$ cat src/sram_ctl_pkg.sv
`default_nettype none

package sram_ctl_pkg;

    // ------------------------------------------------------------------
    // Geometry and clock
    // ------------------------------------------------------------------
    localparam int ADDR_W        = 14;
    localparam int DATA_W        = 16;
    localparam int BYTE_W        = 8;
    localparam int BYTES         = 2;
    localparam int SYNC_STAGES   = 2;
    localparam int CLK_PERIOD_NS = 20;

    // ------------------------------------------------------------------
    // Pin timing, slowest grade so that any grade is served
    // ------------------------------------------------------------------
    localparam int T_CYCLE_NS      = 25;
    localparam int T_ALE_HIGH_NS   = 5;
    localparam int T_ADDR_HOLD_NS  = 3;
    localparam int T_WPULSE_NS     = 20;
    localparam int T_DATA_SETUP_NS = 10;
    localparam int T_BS_HOLD_NS    = 2;
    localparam int T_ACCESS_NS     = 25;

    function automatic int cyclesCeil(input int ns);
        int c;
        c = (ns + CLK_PERIOD_NS - 1) / CLK_PERIOD_NS;
        return (c < 1) ? 1 : c;
    endfunction : cyclesCeil

    localparam int SETUP_CYC  = cyclesCeil(T_DATA_SETUP_NS > T_ALE_HIGH_NS ?
                                           T_DATA_SETUP_NS : T_ALE_HIGH_NS);
    localparam int WPULSE_CYC = cyclesCeil(T_WPULSE_NS);
    localparam int HOLD_CYC   = cyclesCeil(T_BS_HOLD_NS > T_ADDR_HOLD_NS ?
                                           T_BS_HOLD_NS : T_ADDR_HOLD_NS);
    localparam int ACCESS_CYC = cyclesCeil(T_ACCESS_NS);
    localparam int SPACE_CYC  = cyclesCeil(T_CYCLE_NS);

    // ------------------------------------------------------------------
    // Types
    // ------------------------------------------------------------------
    typedef enum logic [2:0] {
        IDLE   = 3'h0,
        SETUP  = 3'h1,
        STROBE = 3'h2,
        ENDW   = 3'h3,
        RWAIT  = 3'h4
    } phase_t;

    typedef struct packed {
        logic              write;
        logic              latched;
        logic [ADDR_W-1:0] addr;
        logic [DATA_W-1:0] data;
        logic [BYTES-1:0]  byteEn;
    } req_t;

    typedef struct packed {
        logic [ADDR_W-1:0] addr;
        logic              selLow_n;
        logic              selHigh;
        logic              writeStrobe_n;
        logic              lowByteStrobe_n;
        logic              highByteStrobe_n;
        logic              addrLatchOpen;
        logic              wdataLatchOpen;
        logic              outEnable_n;
        logic [DATA_W-1:0] dataOut;
        logic              dataOe;
    } pins_t;

    typedef struct packed {
        phase_t            phase;
        logic [3:0]        cnt;
        req_t              req;
        pins_t             pins;
        logic [DATA_W-1:0] rdata;
        logic              rvalid;
    } ctl_t;

    localparam pins_t PINS_IDLE = '{
        addr:             14'h0000,
        selLow_n:         1'b1,
        selHigh:          1'b0,
        writeStrobe_n:    1'b1,
        lowByteStrobe_n:  1'b1,
        highByteStrobe_n: 1'b1,
        addrLatchOpen:    1'b1,
        wdataLatchOpen:   1'b1,
        outEnable_n:      1'b1,
        dataOut:          16'h0000,
        dataOe:           1'b0
    };

    localparam ctl_t CTL_RESET = '{
        phase:  IDLE,
        cnt:    4'h0,
        req:    '0,
        pins:   PINS_IDLE,
        rdata:  16'h0000,
        rvalid: 1'b0
    };

endpackage : sram_ctl_pkg

`default_nettype wire

$ cat src/sram_ctl.sv
`default_nettype none

module sram_ctl #(
    parameter int SETUP_CYC  = sram_ctl_pkg::SETUP_CYC,
    parameter int WPULSE_CYC = sram_ctl_pkg::WPULSE_CYC,
    parameter int HOLD_CYC   = sram_ctl_pkg::HOLD_CYC,
    parameter int ACCESS_CYC = sram_ctl_pkg::ACCESS_CYC
) (
    input  wire logic                              clk,
    input  wire logic                              rst_n,
    input  wire logic                              reqValid,
    output var  logic                              reqReady,
    input  wire logic                              reqWrite,
    input  wire logic                              reqLatched,
    input  wire logic [sram_ctl_pkg::ADDR_W-1:0]   reqAddr,
    input  wire logic [sram_ctl_pkg::DATA_W-1:0]   reqData,
    input  wire logic [sram_ctl_pkg::BYTES-1:0]    reqByteEn,
    output var  logic                              respValid,
    output var  logic [sram_ctl_pkg::DATA_W-1:0]   respData,
    output var  logic [sram_ctl_pkg::ADDR_W-1:0]   addr,
    output var  logic                              selLow_n,
    output var  logic                              selHigh,
    output var  logic                              writeStrobe_n,
    output var  logic                              low_byte_strobe_n,
    output var  logic                              high_byte_strobe_n,
    output var  logic                              addr_latch_open,
    output var  logic                              wdata_latch_open,
    output var  logic                              outEnable_n,
    input  wire logic [sram_ctl_pkg::DATA_W-1:0]   dataPinsIn,
    output var  logic [sram_ctl_pkg::DATA_W-1:0]   dataPinsOut,
    output var  logic                              dataPinsOe
);

    // ------------------------------------------------------------------
    // State and synchronised read data
    // ------------------------------------------------------------------
    sram_ctl_pkg::ctl_t               st_ff;
    sram_ctl_pkg::ctl_t               nxt_st;
    sram_ctl_pkg::req_t               req;
    logic [sram_ctl_pkg::DATA_W-1:0]  syncData;

    // The pins come from another timing world, so they pass two stages.
    sram_sync2 #(
        .WIDTH (sram_ctl_pkg::DATA_W)
    ) u_sync (
        .clk   (clk),
        .rst_n (rst_n),
        .din   (dataPinsIn),
        .dout  (syncData)
    );

    assign req = '{write: reqWrite, latched: reqLatched, addr: reqAddr,
                   data: reqData, byteEn: reqByteEn};

    // ------------------------------------------------------------------
    // Sequencer
    // ------------------------------------------------------------------
    // Every transfer occupies at least three cycles with a fixed address,
    // which covers the cycle time without a separate spacing counter.
    always_comb begin
        nxt_st        = st_ff;
        nxt_st.rvalid = 1'b0;
        unique case (st_ff.phase)
            sram_ctl_pkg::IDLE: begin
                if (reqValid) begin
                    // Address moves only here, with the write strobe high.
                    nxt_st.req                = req;
                    nxt_st.pins.addr          = req.addr;
                    nxt_st.pins.selLow_n      = 1'b0;
                    nxt_st.pins.selHigh       = 1'b1;
                    nxt_st.pins.addrLatchOpen = 1'b1;
                    nxt_st.pins.outEnable_n   = req.write;
                    nxt_st.pins.dataOut       = req.data;
                    nxt_st.pins.dataOe        = req.write;
                    nxt_st.cnt                = 4'(SETUP_CYC - 1);
                    nxt_st.phase              = sram_ctl_pkg::SETUP;
                end
            end
            sram_ctl_pkg::SETUP: begin
                if (st_ff.cnt != 4'h0) begin
                    nxt_st.cnt = st_ff.cnt - 4'h1;
                end else begin
                    // Latch closes only after a full cycle of stable inputs.
                    nxt_st.pins.addrLatchOpen = !st_ff.req.latched;
                    if (st_ff.req.write) begin
                        nxt_st.pins.writeStrobe_n    = 1'b0;
                        nxt_st.pins.lowByteStrobe_n  = !st_ff.req.byteEn[0];
                        nxt_st.pins.highByteStrobe_n = !st_ff.req.byteEn[1];
                        nxt_st.pins.wdataLatchOpen   = !st_ff.req.latched;
                        nxt_st.cnt                   = 4'(WPULSE_CYC - 1);
                        nxt_st.phase                 = sram_ctl_pkg::STROBE;
                    end else begin
                        nxt_st.cnt   = 4'(ACCESS_CYC + sram_ctl_pkg::SYNC_STAGES - 1);
                        nxt_st.phase = sram_ctl_pkg::RWAIT;
                    end
                end
            end
            sram_ctl_pkg::STROBE: begin
                if (st_ff.cnt != 4'h0) begin
                    nxt_st.cnt = st_ff.cnt - 4'h1;
                end else begin
                    // Enables and byte strobes outlast the write strobe.
                    nxt_st.pins.writeStrobe_n = 1'b1;
                    nxt_st.cnt                = 4'(HOLD_CYC - 1);
                    nxt_st.phase              = sram_ctl_pkg::ENDW;
                end
            end
            sram_ctl_pkg::ENDW: begin
                if (st_ff.cnt != 4'h0) begin
                    nxt_st.cnt = st_ff.cnt - 4'h1;
                end else begin
                    nxt_st.pins  = sram_ctl_pkg::PINS_IDLE;
                    nxt_st.pins.addr = st_ff.pins.addr;
                    nxt_st.phase = sram_ctl_pkg::IDLE;
                end
            end
            sram_ctl_pkg::RWAIT: begin
                if (st_ff.cnt != 4'h0) begin
                    nxt_st.cnt = st_ff.cnt - 4'h1;
                end else begin
                    nxt_st.rdata     = syncData;
                    nxt_st.rvalid    = 1'b1;
                    nxt_st.pins      = sram_ctl_pkg::PINS_IDLE;
                    nxt_st.pins.addr = st_ff.pins.addr;
                    nxt_st.phase     = sram_ctl_pkg::IDLE;
                end
            end
            default: begin
                nxt_st = sram_ctl_pkg::CTL_RESET;
            end
        endcase
    end

    always_ff @(posedge clk) begin
        if (!rst_n) begin
            st_ff <= sram_ctl_pkg::CTL_RESET;
        end else begin
            st_ff <= nxt_st;
        end
    end

    // ------------------------------------------------------------------
    // Outputs
    // ------------------------------------------------------------------
    assign reqReady           = (st_ff.phase == sram_ctl_pkg::IDLE);
    assign respValid          = st_ff.rvalid;
    assign respData           = st_ff.rdata;
    assign addr               = st_ff.pins.addr;
    assign selLow_n           = st_ff.pins.selLow_n;
    assign selHigh            = st_ff.pins.selHigh;
    assign writeStrobe_n      = st_ff.pins.writeStrobe_n;
    assign low_byte_strobe_n  = st_ff.pins.lowByteStrobe_n;
    assign high_byte_strobe_n = st_ff.pins.highByteStrobe_n;
    assign addr_latch_open    = st_ff.pins.addrLatchOpen;
    assign wdata_latch_open   = st_ff.pins.wdataLatchOpen;
    assign outEnable_n        = st_ff.pins.outEnable_n;
    assign dataPinsOut        = st_ff.pins.dataOut;
    assign dataPinsOe         = st_ff.pins.dataOe;

    // ------------------------------------------------------------------
    // Checks
    // ------------------------------------------------------------------
    logic selTrue;
    assign selTrue = !selLow_n && selHigh;
endmodule : sram_ctl

`default_nettype wire

$ cat src/sram_sync2.sv
`default_nettype none

module sram_sync2 #(
    parameter int WIDTH = 16
) (
    input  wire logic             clk,
    input  wire logic             rst_n,
    input  wire logic [WIDTH-1:0] din,
    output var  logic [WIDTH-1:0] dout
);

    // First stage feeds only the second one.
    logic [WIDTH-1:0] stage1_ff;
    logic [WIDTH-1:0] stage2_ff;

    always_ff @(posedge clk) begin
        if (!rst_n) begin
            stage1_ff <= '0;
            stage2_ff <= '0;
        end else begin
            stage1_ff <= din;
            stage2_ff <= stage1_ff;
        end
    end

    assign dout = stage2_ff;

endmodule : sram_sync2

`default_nettype wire

$ cat config.mk
export PLATFORM = sky130hd
export DESIGN_NAME = sram_ctl
export DESIGN_NICKNAME = d
export VERILOG_FILES = /design/src/sram_ctl_pkg.sv /design/src/sram_ctl.sv /design/src/sram_sync2.sv
export SDC_FILE = /design/constraint.sdc
export NUM_CORES = 1
export LEC_CHECK = 0
export ABC_AREA = 1
export BUFFER_PORTS_ARGS = -buffer_cell sky130_fd_sc_hd__buf_2
export CORE_MARGIN = 4
export CORE_UTILIZATION = 45
export CTS_BUF_LIST = sky130_fd_sc_hd__clkbuf_16
export DETAILED_ROUTE_END_ITERATION = 12
export PLACE_DENSITY = 0.7
export SYNTH_ARGS = -nofsm -noshare
export SYNTH_HDL_FRONTEND = slang
export SYNTH_SLANG_ARGS = --single-unit
$ cat constraint.sdc
create_clock -name clk -period 1.7 [get_ports clk]
set_input_delay 0.085 -clock clk [delete_from_list [all_inputs] [get_ports clk]]
set_output_delay 0.085 -clock clk [all_outputs]
set_load 0.01 [all_outputs]
* After elaboration in Yosys (flattened, before gate mapping)
Index checks and enable logic that the tools add are counted.
Storage, ports and cells: bits of input ports 53, output and inout bits 57, bits in registers 99, logic and storage cells 85
Cells by class: reductions and logical operators 19, multiplexer cells 25, bitwise operators 8, add/subtract/negate cells 1, equality and inequality tests 12
Operators by type and width (count):
- case mux 18 bit (4 select lines) | 1
- case mux 34 bit (2 select lines) | 1
- case mux 16 bit (4 select lines) | 1
- 2-to-1 mux 57 bit | 1
- 2-to-1 mux 42 bit | 1
- case mux 17 bit (2 select lines) | 1
- case mux 7 bit (4 select lines) | 1
- 2-to-1 mux 25 bit | 1
- 2-to-1 mux 18 bit | 1
- inequality test 2 bit, second input constant | 7
- 2-to-1 mux 3 bit | 4
- 2-to-1 mux 4 bit | 3
- AND reduction 4 bit | 3
- case mux 1 bit (5 select lines) | 2
- AND reduction 5 bit | 2
- inverter 1 bit | 8
- case mux 2 bit (4 select lines) | 1
- OR reduction 4 bit | 2
- 2-to-1 mux 7 bit | 1
- == test 3 x 2 -> 1 bit, second input constant | 2
- AND reduction 2 bit | 3
- AND reduction 6 bit | 1
- OR reduction 2 bit | 3
- 2-to-1 mux 5 bit | 1
- 9 further kinds | 13

* Logic depth before layout (Yosys ltp)
Gate-level depths: netlist of run 1.
depth after elaboration 4, mapped depth 10, gate-level depth less buffers 9

* Modules after synthesis
From an unflattened synthesis of run 1, not the netlist that was laid out.
Unflattened totals: cell total of the unflattened synthesis 551, area total of the unflattened synthesis 4080.2 µm²
By module, submodules not included:
- sram_ctl | times used 1, seq. area each 1341.3 µm², cells an instance 452, area each 3165.5 µm²
- sram_sync2 | times used 1, seq. area each 640.6 µm², cells an instance 99, area each 914.6 µm²

* Worst setup path before layout of run 1
OpenSTA, ideal clock, no wires.
path kind register to register, start point register st_ff[90] (netlist bit), end point register st_ff[90] (netlist bit), required time 1.568 ns, slack 0.235 ns, buffers on the path 1, period minus slack after synthesis 1.465 ns, cell stages (with the launch flop) 10, setup time 0.132 ns, arrival 1.333 ns, cell sequence dfxtp_1 -> inv_1 -> ha_1 -> nand2_1 -> buf_4 -> inv_1 -> a21oi_2 -> inv_1 -> nand2_1 -> a21oi_1
Between the ends: word-level cells in the longest chain between the ends 3, elaborated cells on any way between the ends 8, those cells by class 1 x add/sub; 1 x eq/ne; 4 x mux; 2 x reduce/logical
Ends and longest elaborated chain:
- start: declaration | RTL line sram_ctl.sv:37 | sram_ctl_pkg::ctl_t st_ff;
- start signal: assignment | RTL line sram_ctl.sv:136 | st_ff <= sram_ctl_pkg::CTL_RESET;
- start signal: assignment | RTL line sram_ctl.sv:138 | st_ff <= nxt_st;
- subtractor 4 x 1 -> 4 bit or nonzero test 4 bit (tied branches)
- 2-to-1 mux 4 bit, or another cell as far along | RTL line sram_ctl.sv:109, sram_ctl.sv:118
- case mux 7 bit (4 select lines) or AND reduction 2 bit (tied branches)
Several ways; a longest one is shown, not always the timed one. The select of a mux whose other input is x is not followed. A chain may end at the register's enable or synchronous reset.

* Final worst setup path of run 1
start point register st_ff[91] (netlist bit), end point register st_ff (netlist bit respData[2])
Between the ends: word-level cells in the longest chain between the ends 3
Ends and longest elaborated chain:
- nonzero test 4 bit | RTL line sram_ctl.sv:118 | if (st_ff.cnt != 4'h0) begin
- inequality test 2 bit (no source line)
- AND reduction 2 bit (no source line)
No other way between the ends.

==> results of run 1 <==
==> synth_stat cells, types with 3 or more instances <==
cell type,instances
clkbuf_1,6
buf_1,4
a22oi_2,9
inv_2,4
nand3_1,34
a21oi_1,26
nor2_1,23
nand2_4,3
buf_6,5
a22oi_1,9
dfxtp_1,99
inv_1,49
nand2_1,143
buf_4,50
nand2_2,6
o21ai_0,9
==> worst reg2reg max path, cell delays in order (launching register included) <==
cell and delay, ps:
dfxtp_1 320, inv_1 120, ha_1 240, nand2_4 120
nor2_1 240, nand2_1 130, inv_4 180, nand2_1 90
nand2_1 80
==> kinds of logic after synthesis <==
| kind of cell | Yosys count | synth area share [%] |
|---|---|---|
| AND/OR/NAND/NOR | 217 | 23.3 |
| buffers and inverters | 120 | 16.9 |
| flip-flops | 99 | 49.5 |
| AO/OA/AOI/OAI | 57 | 9.66 |
| adder cells (fa/ha/maj) | 2 | 0.625 |
==> area by class of cell <==
class                   count  area share, %
flip-flops and latches     99           39.4
multi-input cells         276           26.9
repair buffers            159           21.1
clock buffers               9           4.48
inverters                  54           4.10
well taps                 108           2.69
clock inverters             7           1.42
==> worst paths after layout <==
| path | slack [ps] | start | to |
|---|---|---|---|
| setup / recovery | 150 | st_ff[91]$_SDFFE_PN0P_ | respData[2]$_SDFFE_PN0P_ |
| setup reg to reg | 150 | st_ff[91]$_SDFFE_PN0P_ | respData[2]$_SDFFE_PN0P_ |
| hold reg to reg | 410 | u_sync.stage1_ff[7]$_SDFF_PN0_ | u_sync.dout[7]$_SDFF_PN0_ |
| hold / removal | 8 | reqLatched | st_ff[88]$_SDFFE_PN0P_ |
==> power by group <==
group,switching [mW],internal (mW)
registers,0.212,2.65
clock network,0.931,1.03
logic,1.63,1.07
==> layout by cell type (no fill, tap or decap), drive strengths merged, types with 2 or more instances in the layout <==
| cell | instances |
|---|---|
| buf | 118 |
| o21ai | 9 |
| clkinvlp | 2 |
| a21oi | 28 |
| clkbuf | 9 |
| dlygate4sd3 | 41 |
| inv | 56 |
| clkinv | 3 |
| a22oi | 18 |
| nor2 | 27 |
| dfxtp | 99 |
| nand2 | 152 |
| nand4 | 2 |
| nand3 | 36 |
| ha | 2 |
==> per-layer routing <==
metal,share of wire [%],track usage [%]
met5,0,0
met4,1.7,6.66
met3,4.6,4.37
met2,50,29.4
met1,43,20.1
==> metrics by stage <==
stage / util (%) / power (mW) / TNS [ps]
detailed placement: 49.7 / 5.50 / -11.2
finish: 58.0 / 7.53 / 0
global route: 58.0 / 8.04 / 0
CTS: 57.9 / 7.55 / 0
global placement: 49.7 / 5.45 / 0
floorplan: - / 5.00 / 0
==> state kept, by name, indices dropped and copies added, names as in the netlist <==
name                count
dataPinsOut            16
u_sync.stage1_ff       16
high_byte_strobe_n      1
selHigh                 1
st_ff                  11
selLow_n                1
addr_latch_open         1
outEnable_n             1
wdata_latch_open        1
low_byte_strobe_n       1
writeStrobe_n           1
addr                   14
respData               16
respValid               1
u_sync.dout            16
dataPinsOe              1
==> what timing repair did <==
item	CTS	global route
endpoints found under the hold margin	41	0
resized for setup	1	2
hold buffers	41	0
setup endpoints to repair	16	46
==> results.yml, run 1 <==
synthesis:
  synth_area_leaders: "dfxtp_1, nand2_1, buf_4, inv_1, nand3_1"
  synth_warnings: 0
  synth_flop_cell: "dfxtp_1"
  synth.avg_cell_area_um2: 8.09
  ys_seq_area_share_pct: 49.5
  synth_cell_types: 26
  synth-edff-count: 0
  synthArstFlopShare_pct: 0
  synth.top_cell.area_share_pct: 49.5
  yosysTopAreaCell: "dfxtp_1"
  syn_nets: 550
  synth-seq-cells: 99
  synthCells: 495
  synth.cell_area_mm2: 0.00400
layout:
  multi_input_area_mm2: 0.00135
  area_growth_pct: 25.7
  antenna_cells: 0
  register_area_mm2: 0.00198
  nNetsFinal: 654
  final_area_mm2: 0.00503
  drive_gt1_share_pct: 27.5
  fillCellCount: 777
  stdcell_count: 712
global_route:
  grt_first_pass_wirelength_um: 14200
  grt_max_degree: 38
  track_usage_pct: 17.0
  grt.overflow.total: 0
  grt_pass1_vias: 3152
  antenna_found_initial: 0
floorplanning:
  io_pins: 110
  die_area_mm2: 0.0105
  floorplan.initialDensity_pct: 46.1
  rows: 34
  die_w_um: 102
  fp.dieH_um: 102
  core_area_mm2: 0.00868
place:
  pre_cts_slack_ps: -3.69
  dp_hpwl_um: 5640
  gp_congestion: 0.897
  placedCellCount: 655
  placedInstanceArea_mm2: 0.00432
  io_buffers: 109
setup_path:
  worst_path_max_delay_cell: "dfxtp_1"
  worstPathRequired_ps: 1990
  path_buf_inv: 2
  cp_max_fo: 17
  reg2reg_depth: 8
  end_kind: "flip-flop"
  cpPeakStageDelay_ps: 320
  crit_type: "reg -> reg"
  cp.depth: 8
  critPathMostFrequentCell: "nand2_1"
  start_kind: "flip-flop"
  path_cells: "inv_1, ha_1, nand2_4, nor2_1, nand2_1, inv_4, nand2_1, nand2_1"
  crit_family: "simple AND/OR/NAND/NOR gates"
  cp.arrival_ps: 1840
detailed_routing:
  routedWlPerCell_um: 11.9
  dr_total_vias: 3274
  drt_wl_total_um: 8500
  drtIter0Drc: 134
  drt_pass1_iterations: 4
  ant_nets: 0
  drc: 0
  viasPerCell: 4.60
clock_network:
  clk_latency_ps: 340
  cts_tree: "yes"
  numCtsBuffers: 9
  cts.htree.levels: 3
  cts_setup_buffers: 0
  cts_sinks: 99
  clk_pin_slew_ps: 70
  clockBufferDepth: 2
  cts-root-buf: "clkbuf_16"
min_path:
  min_path_type: "in -> reg"
  worstHoldPathCells: 3
run:
  maxCapViolCount: 0
timing:
  skew_ps: 7.58
  min_period_ps: 1550
  rsz0062_at_grt: "no"
  max_freq_mhz: 644
  holdWs_ps: 7.61
  slew_viol_final: 0
  worst_slack_ps: 148
  period_share_pct: 91.3
  maxSlewHeadroom_pct: 76.0
  worst_pin_slew_ps: 360
  finalHoldViolations: 0
  setup_viol: 0
pwr:
  p_leak_nw: 2.61
  vdd_drop_max_mv: 0.701
  p_per_area_mw_per_mm2: 1500
status:
  status: "finished clean"
Power figures use the tool's default switching activity.
==> run 2: changes to the inputs <==
GPL_TIMING_DRIVEN = 0   (was unset)
==> results.yml, run 2 (synthesized netlist as in run 1, its figures left out) <==
global_route:
  grt_first_pass_wirelength_um: 15200
  grt.overflow.total: 0
  grt_pass1_vias: 3409
  track_usage_pct: 18.4
  grt_max_degree: 18
  antenna_found_initial: 0
place:
  placedInstanceArea_mm2: 0.00468
  placedCellCount: 712
  gp_congestion: 0.843
  dp_hpwl_um: 6310
  io_buffers: 109
  pre_cts_slack_ps: -11.9
min_path:
  hp-start: "reqAddr[8]"
  worstHoldPathCells: 3
  hold_path_end: "addr[8]$_SDFFE_PN0P_"
  min_path_type: "in -> reg"
setup_path:
  r2r_slack_ps: 130
  reg2reg_depth: 10
  reg2reg_to: "high_byte_strobe_n$_SDFFE_PN1P_"
  worst_path_max_delay_cell: "dfxtp_1"
  cp.arrival_ps: 1770
  r2r-start: "st_ff[91]$_SDFFE_PN0P_"
  critPathMostFrequentCell: "nand2_1"
  cp_max_fo: 10
  end_kind: "flip-flop"
  path_cells: "inv_1, ha_2, nand2_1, buf_6, nand2_1, nand2_1, nor2_4, inv_1, nand2_1, nand3_1"
  start_kind: "flip-flop"
  cpPeakStageDelay_ps: 310
  worstPathRequired_ps: 1900
  crit_type: "reg -> reg"
pwr:
  vdd_drop_max_mv: 0.734
  p_per_area_mw_per_mm2: 1460
  p_leak_nw: 2.86
floorplanning:
  rows: 34
  die_area_mm2: 0.0105
  die_w_um: 102
  floorplan.initialDensity_pct: 46.1
  core_area_mm2: 0.00868
  io_pins: 110
  fp.dieH_um: 102
clock_network:
  clk_latency_ps: 340
  cts_tree: "yes"
  clk_pin_slew_ps: 70
  cts_sinks: 99
  cts.htree.levels: 3
  numCtsBuffers: 9
  clockBufferDepth: 2
  cts-root-buf: "clkbuf_16"
timing:
  worst_slack_ps: 129
  slew_viol_final: 0
  maxSlewHeadroom_pct: 65.7
  finalHoldViolations: 0
  skew_ps: 6.25
  holdWs_ps: 0.904
  setup_viol: 0
  worst_pin_slew_ps: 514
  min_period_ps: 1570
  max_freq_mhz: 637
  period_share_pct: 92.4
layout:
  fillCellCount: 776
  final_area_mm2: 0.00540
  nNetsFinal: 708
  stdcell_count: 767
  area_growth_pct: 34.7
  register_area_mm2: 0.00198
  layout_common_cells: "nand2_1, buf_2, dfxtp_1, buf_4, inv_1"
  drive_gt1_share_pct: 32.8
  postLayoutCoreUtil_pct: 62.2
  multi_input_area_mm2: 0.00137
  layout_commonest_cell: "nand2_1"
detailed_routing:
  routedWlPerCell_um: 12.0
  drc: 0
  ant_nets: 0
  drtIter0Drc: 131
  dr_total_vias: 3498
  viasPerCell: 4.56
  drt_pass1_iterations: 4
  drt_wl_total_um: 9170
status:
  status: "finished clean"
run:
  maxCapViolCount: 0
run 2: what timing repair did:
item	in CTS	in global routing
gates resized for setup	4	5
endpoints found under the setup margin	14	20
setup buffers	0	0
hold buffers	38	0
endpoints found under the hold margin	38	0
run 2: area by class of cell:
class	instances	share of cell area, %
flip-flops and latches	99	36.8
diodes	1	0.0464
inverters	54	3.78
plain buffers	66	8.86
clock buffers	9	4.17
multi-input cells	276	25.4
well taps	108	2.50
repair buffers	147	17.2
clock inverters	7	1.35
run 2: routing by layer:
metal	global-route usage, %	up-vias	part of all wire (%)
li1	-	1818	-
met5	0	-	0
met3	2.94	27	3.7
met1	22.1	1573	44
met2	31.7	80	49
met4	9.49	0	3.4
run 2: how the worst max path moves through the flow:
stage	cells after the start	slack (ps)	end	from
2_1_floorplan	9	230	st_ff[90]$_SDFFE_PN0P_	st_ff[90]$_SDFFE_PN0P_
3_5_place_dp	9	-10	wdata_latch_open$_SDFFE_PN1P_	st_ff[90]$_SDFFE_PN0P_
3_3_place_gp	9	1	wdata_latch_open$_SDFFE_PN1P_	st_ff[90]$_SDFFE_PN0P_
6_report	10	130	high_byte_strobe_n$_SDFFE_PN1P_	st_ff[91]$_SDFFE_PN0P_
5_1_grt	10	-7	wdata_latch_open$_SDFFE_PN1P_	st_ff[91]$_SDFFE_PN0P_
4_1_cts	9	6	wdata_latch_open$_SDFFE_PN1P_	st_ff[90]$_SDFFE_PN0P_
run 2: worst max-delay path: cells and delay by family (launching register included):
kind	cells	cell delay, ps
AND/OR/NAND/NOR	6	570
flip-flops	1	310
adder cells (fa/ha/maj)	1	200
buffers and inverters	3	360
run 2: metrics by stage:
stage | setup TNS, ps | power (mW)
after detailed placement | -11.9 | 5.74
final | 0 | 7.87
after floorplan | 0 | 5.00
after global routing | -6.76 | 8.42
after global placement | 0 | 5.68
after CTS | 0 | 7.89
run 2: power breakdown:
part	internal, mW	switching (mW)
combinational	1.25	1.73
sequential	2.66	0.201
clock	1.15	0.879
==> run 3: changes to the inputs <==
PLACE_DENSITY = 0.73   (was 0.7)
clock period = 1.4 ns   (was 1.7 ns; I/O delays follow)
==> results.yml, run 3 (synthesized netlist as in run 1, its figures left out) <==
status:
  status: "complete, but fails checks"
  violations: "negative hold slack, negative setup slack"
layout:
  layout_commonest_cell: "nand2_1"
  layout_common_cells: "nand2_1, buf_2, dfxtp_1, buf_4, inv_1"
  nNetsFinal: 733
  antenna_cells: 0
  drive_gt1_share_pct: 38.8
  postLayoutCoreUtil_pct: 66.8
  fillCellCount: 672
  area_growth_pct: 44.9
clock_network:
  cts.htree.levels: 3
  clockBufferDepth: 2
  cts-root-buf: "clkbuf_16"
  clk_pin_slew_ps: 60
  cts_sinks: 99
  clk_latency_ps: 340
  numCtsBuffers: 9
  cts_tree: "yes"
detailed_routing:
  drt_wl_total_um: 10500
  drtIter0Drc: 204
  dr_total_vias: 3734
  viasPerCell: 4.72
  drt_pass1_iterations: 5
  routedWlPerCell_um: 13.3
  ant_nets: 0
  drc: 0
pwr:
  p_leak_nw: 3.05
  total_power_mw: 10.5
  vdd_drop_max_mv: 1.03
  p_per_area_mw_per_mm2: 1820
timing:
  setup_viol: 3
  maxSlewHeadroom_pct: 65.1
  worst_pin_slew_ps: 524
  period_share_pct: 101
  worst_slack_ps: -20.3
  holdWs_ps: -2.92
  finalHoldViolations: 1
  rsz0062_at_grt: "yes"
  skew_ps: 7.55
  min_period_ps: 1420
  slew_viol_final: 0
  max_freq_mhz: 704
setup_path:
  cp.arrival_ps: 1640
  start_kind: "flip-flop"
  worstPathRequired_ps: 1620
  cpPeakStageDelay_ps: 350
  worst_path_max_delay_cell: "dfxtp_4"
  end_kind: "flip-flop"
  cp_max_fo: 7
  path_cells: "inv_4, ha_4, nand2_4, buf_8, nand3_1, nand3_1, a21oi_2, o21ai_0"
  critPathMostFrequentCell: "nand3_1"
  crit_type: "reg -> reg"
global_route:
  grt_first_pass_wirelength_um: 15000
  grt_max_degree: 16
  antenna_found_initial: 0
  grt_pass1_vias: 3310
  grt.overflow.total: 0
  track_usage_pct: 18.3
run:
  maxCapViolCount: 0
place:
  pre_cts_slack_ps: -211
  io_buffers: 109
  dp_hpwl_um: 6400
  gp_congestion: 0.956
floorplanning:
  die_area_mm2: 0.0105
  core_area_mm2: 0.00868
  rows: 34
  die_w_um: 102
  fp.dieH_um: 102
  io_pins: 110
  floorplan.initialDensity_pct: 46.1
min_path:
  min_path_type: "in -> reg"
## run 3: worst max-delay path: cells and delay by family, from the launching register on
family / cells / cell delay [ps]
and+or+nand+nor: 3 / 380
buffers and inverters: 2 / 210
adders and majority gates: 1 / 140
DFF: 1 / 350
AOI/OAI and AO/OA: 2 / 220
## run 3: through the flow
| stage | instance area, um2 | setup TNS [ps] | cells |
|---|---|---|---|
| 6_report | 5800 | -45.9 | 791 |
| 5_1_grt | 5800 | -2680 | 791 |
| 4_1_cts | 5490 | 0 | 777 |
| 3_5_place_dp | 4690 | -4390 | 712 |
| 3_3_place_gp | 4690 | -3240 | 712 |
| 2_1_floorplan | 4010 | 0 | 495 |
## run 3: layout make-up
| class | count | area, um2 | share of cell area [%] |
|---|---|---|---|
| plain buffers | 65 | 495 | 8.54 |
| clock buffers | 9 | 225 | 3.88 |
| clock inverters | 7 | 38.8 | 0.669 |
| inverters | 54 | 223 | 3.84 |
| multi-input cells | 276 | 1530 | 26.4 |
| flip-flops and latches | 99 | 1990 | 34.4 |
| well taps | 108 | 135 | 2.33 |
| repair buffers | 173 | 1160 | 20.0 |
## run 3: where the power goes
group	total, mW	internal (mW)	switching (mW)
clock	2.19	1.18	1.01
combinational	4.81	2.16	2.64
sequential	3.54	3.24	0.296
## run 3: what timing repair did
item	4_1_cts	5_1_grt
setup buffers	7	11
hold buffers	42	0
gates resized for setup	20	57
cloned	0	4
pin swaps	5	17
endpoints found under the hold margin	42	0
setup endpoints to repair	57	54
## run 3: worst paths after layout
check                                                     from                    endpoint  slack [ps]  depth (start not counted)
worst max-delay path                    st_ff[90]$_SDFFE_PN0P_  writeStrobe_n$_SDFFE_PN1P_         -20                          8
worst min register to register  u_sync.stage1_ff[5]$_SDFF_PN0_   u_sync.dout[5]$_SDFF_PN0_         410                          2
worst max register to register          st_ff[90]$_SDFFE_PN0P_  writeStrobe_n$_SDFFE_PN1P_         -20                          8
worst min-delay path                                reqAddr[7]        addr[7]$_SDFFE_PN0P_          -3                          3
## run 3: routing by layer
layer  share of wire (%)  track usage [%]  vias up  routed length (um)
li1                    -                -     1867                   -
met1                  39             21.3     1738                4120
met2                  54             33.0      102                5680
met3                 4.4             3.41       27                 467
met4                 2.3             7.06        0                 238
met5                   0                0        -                   0
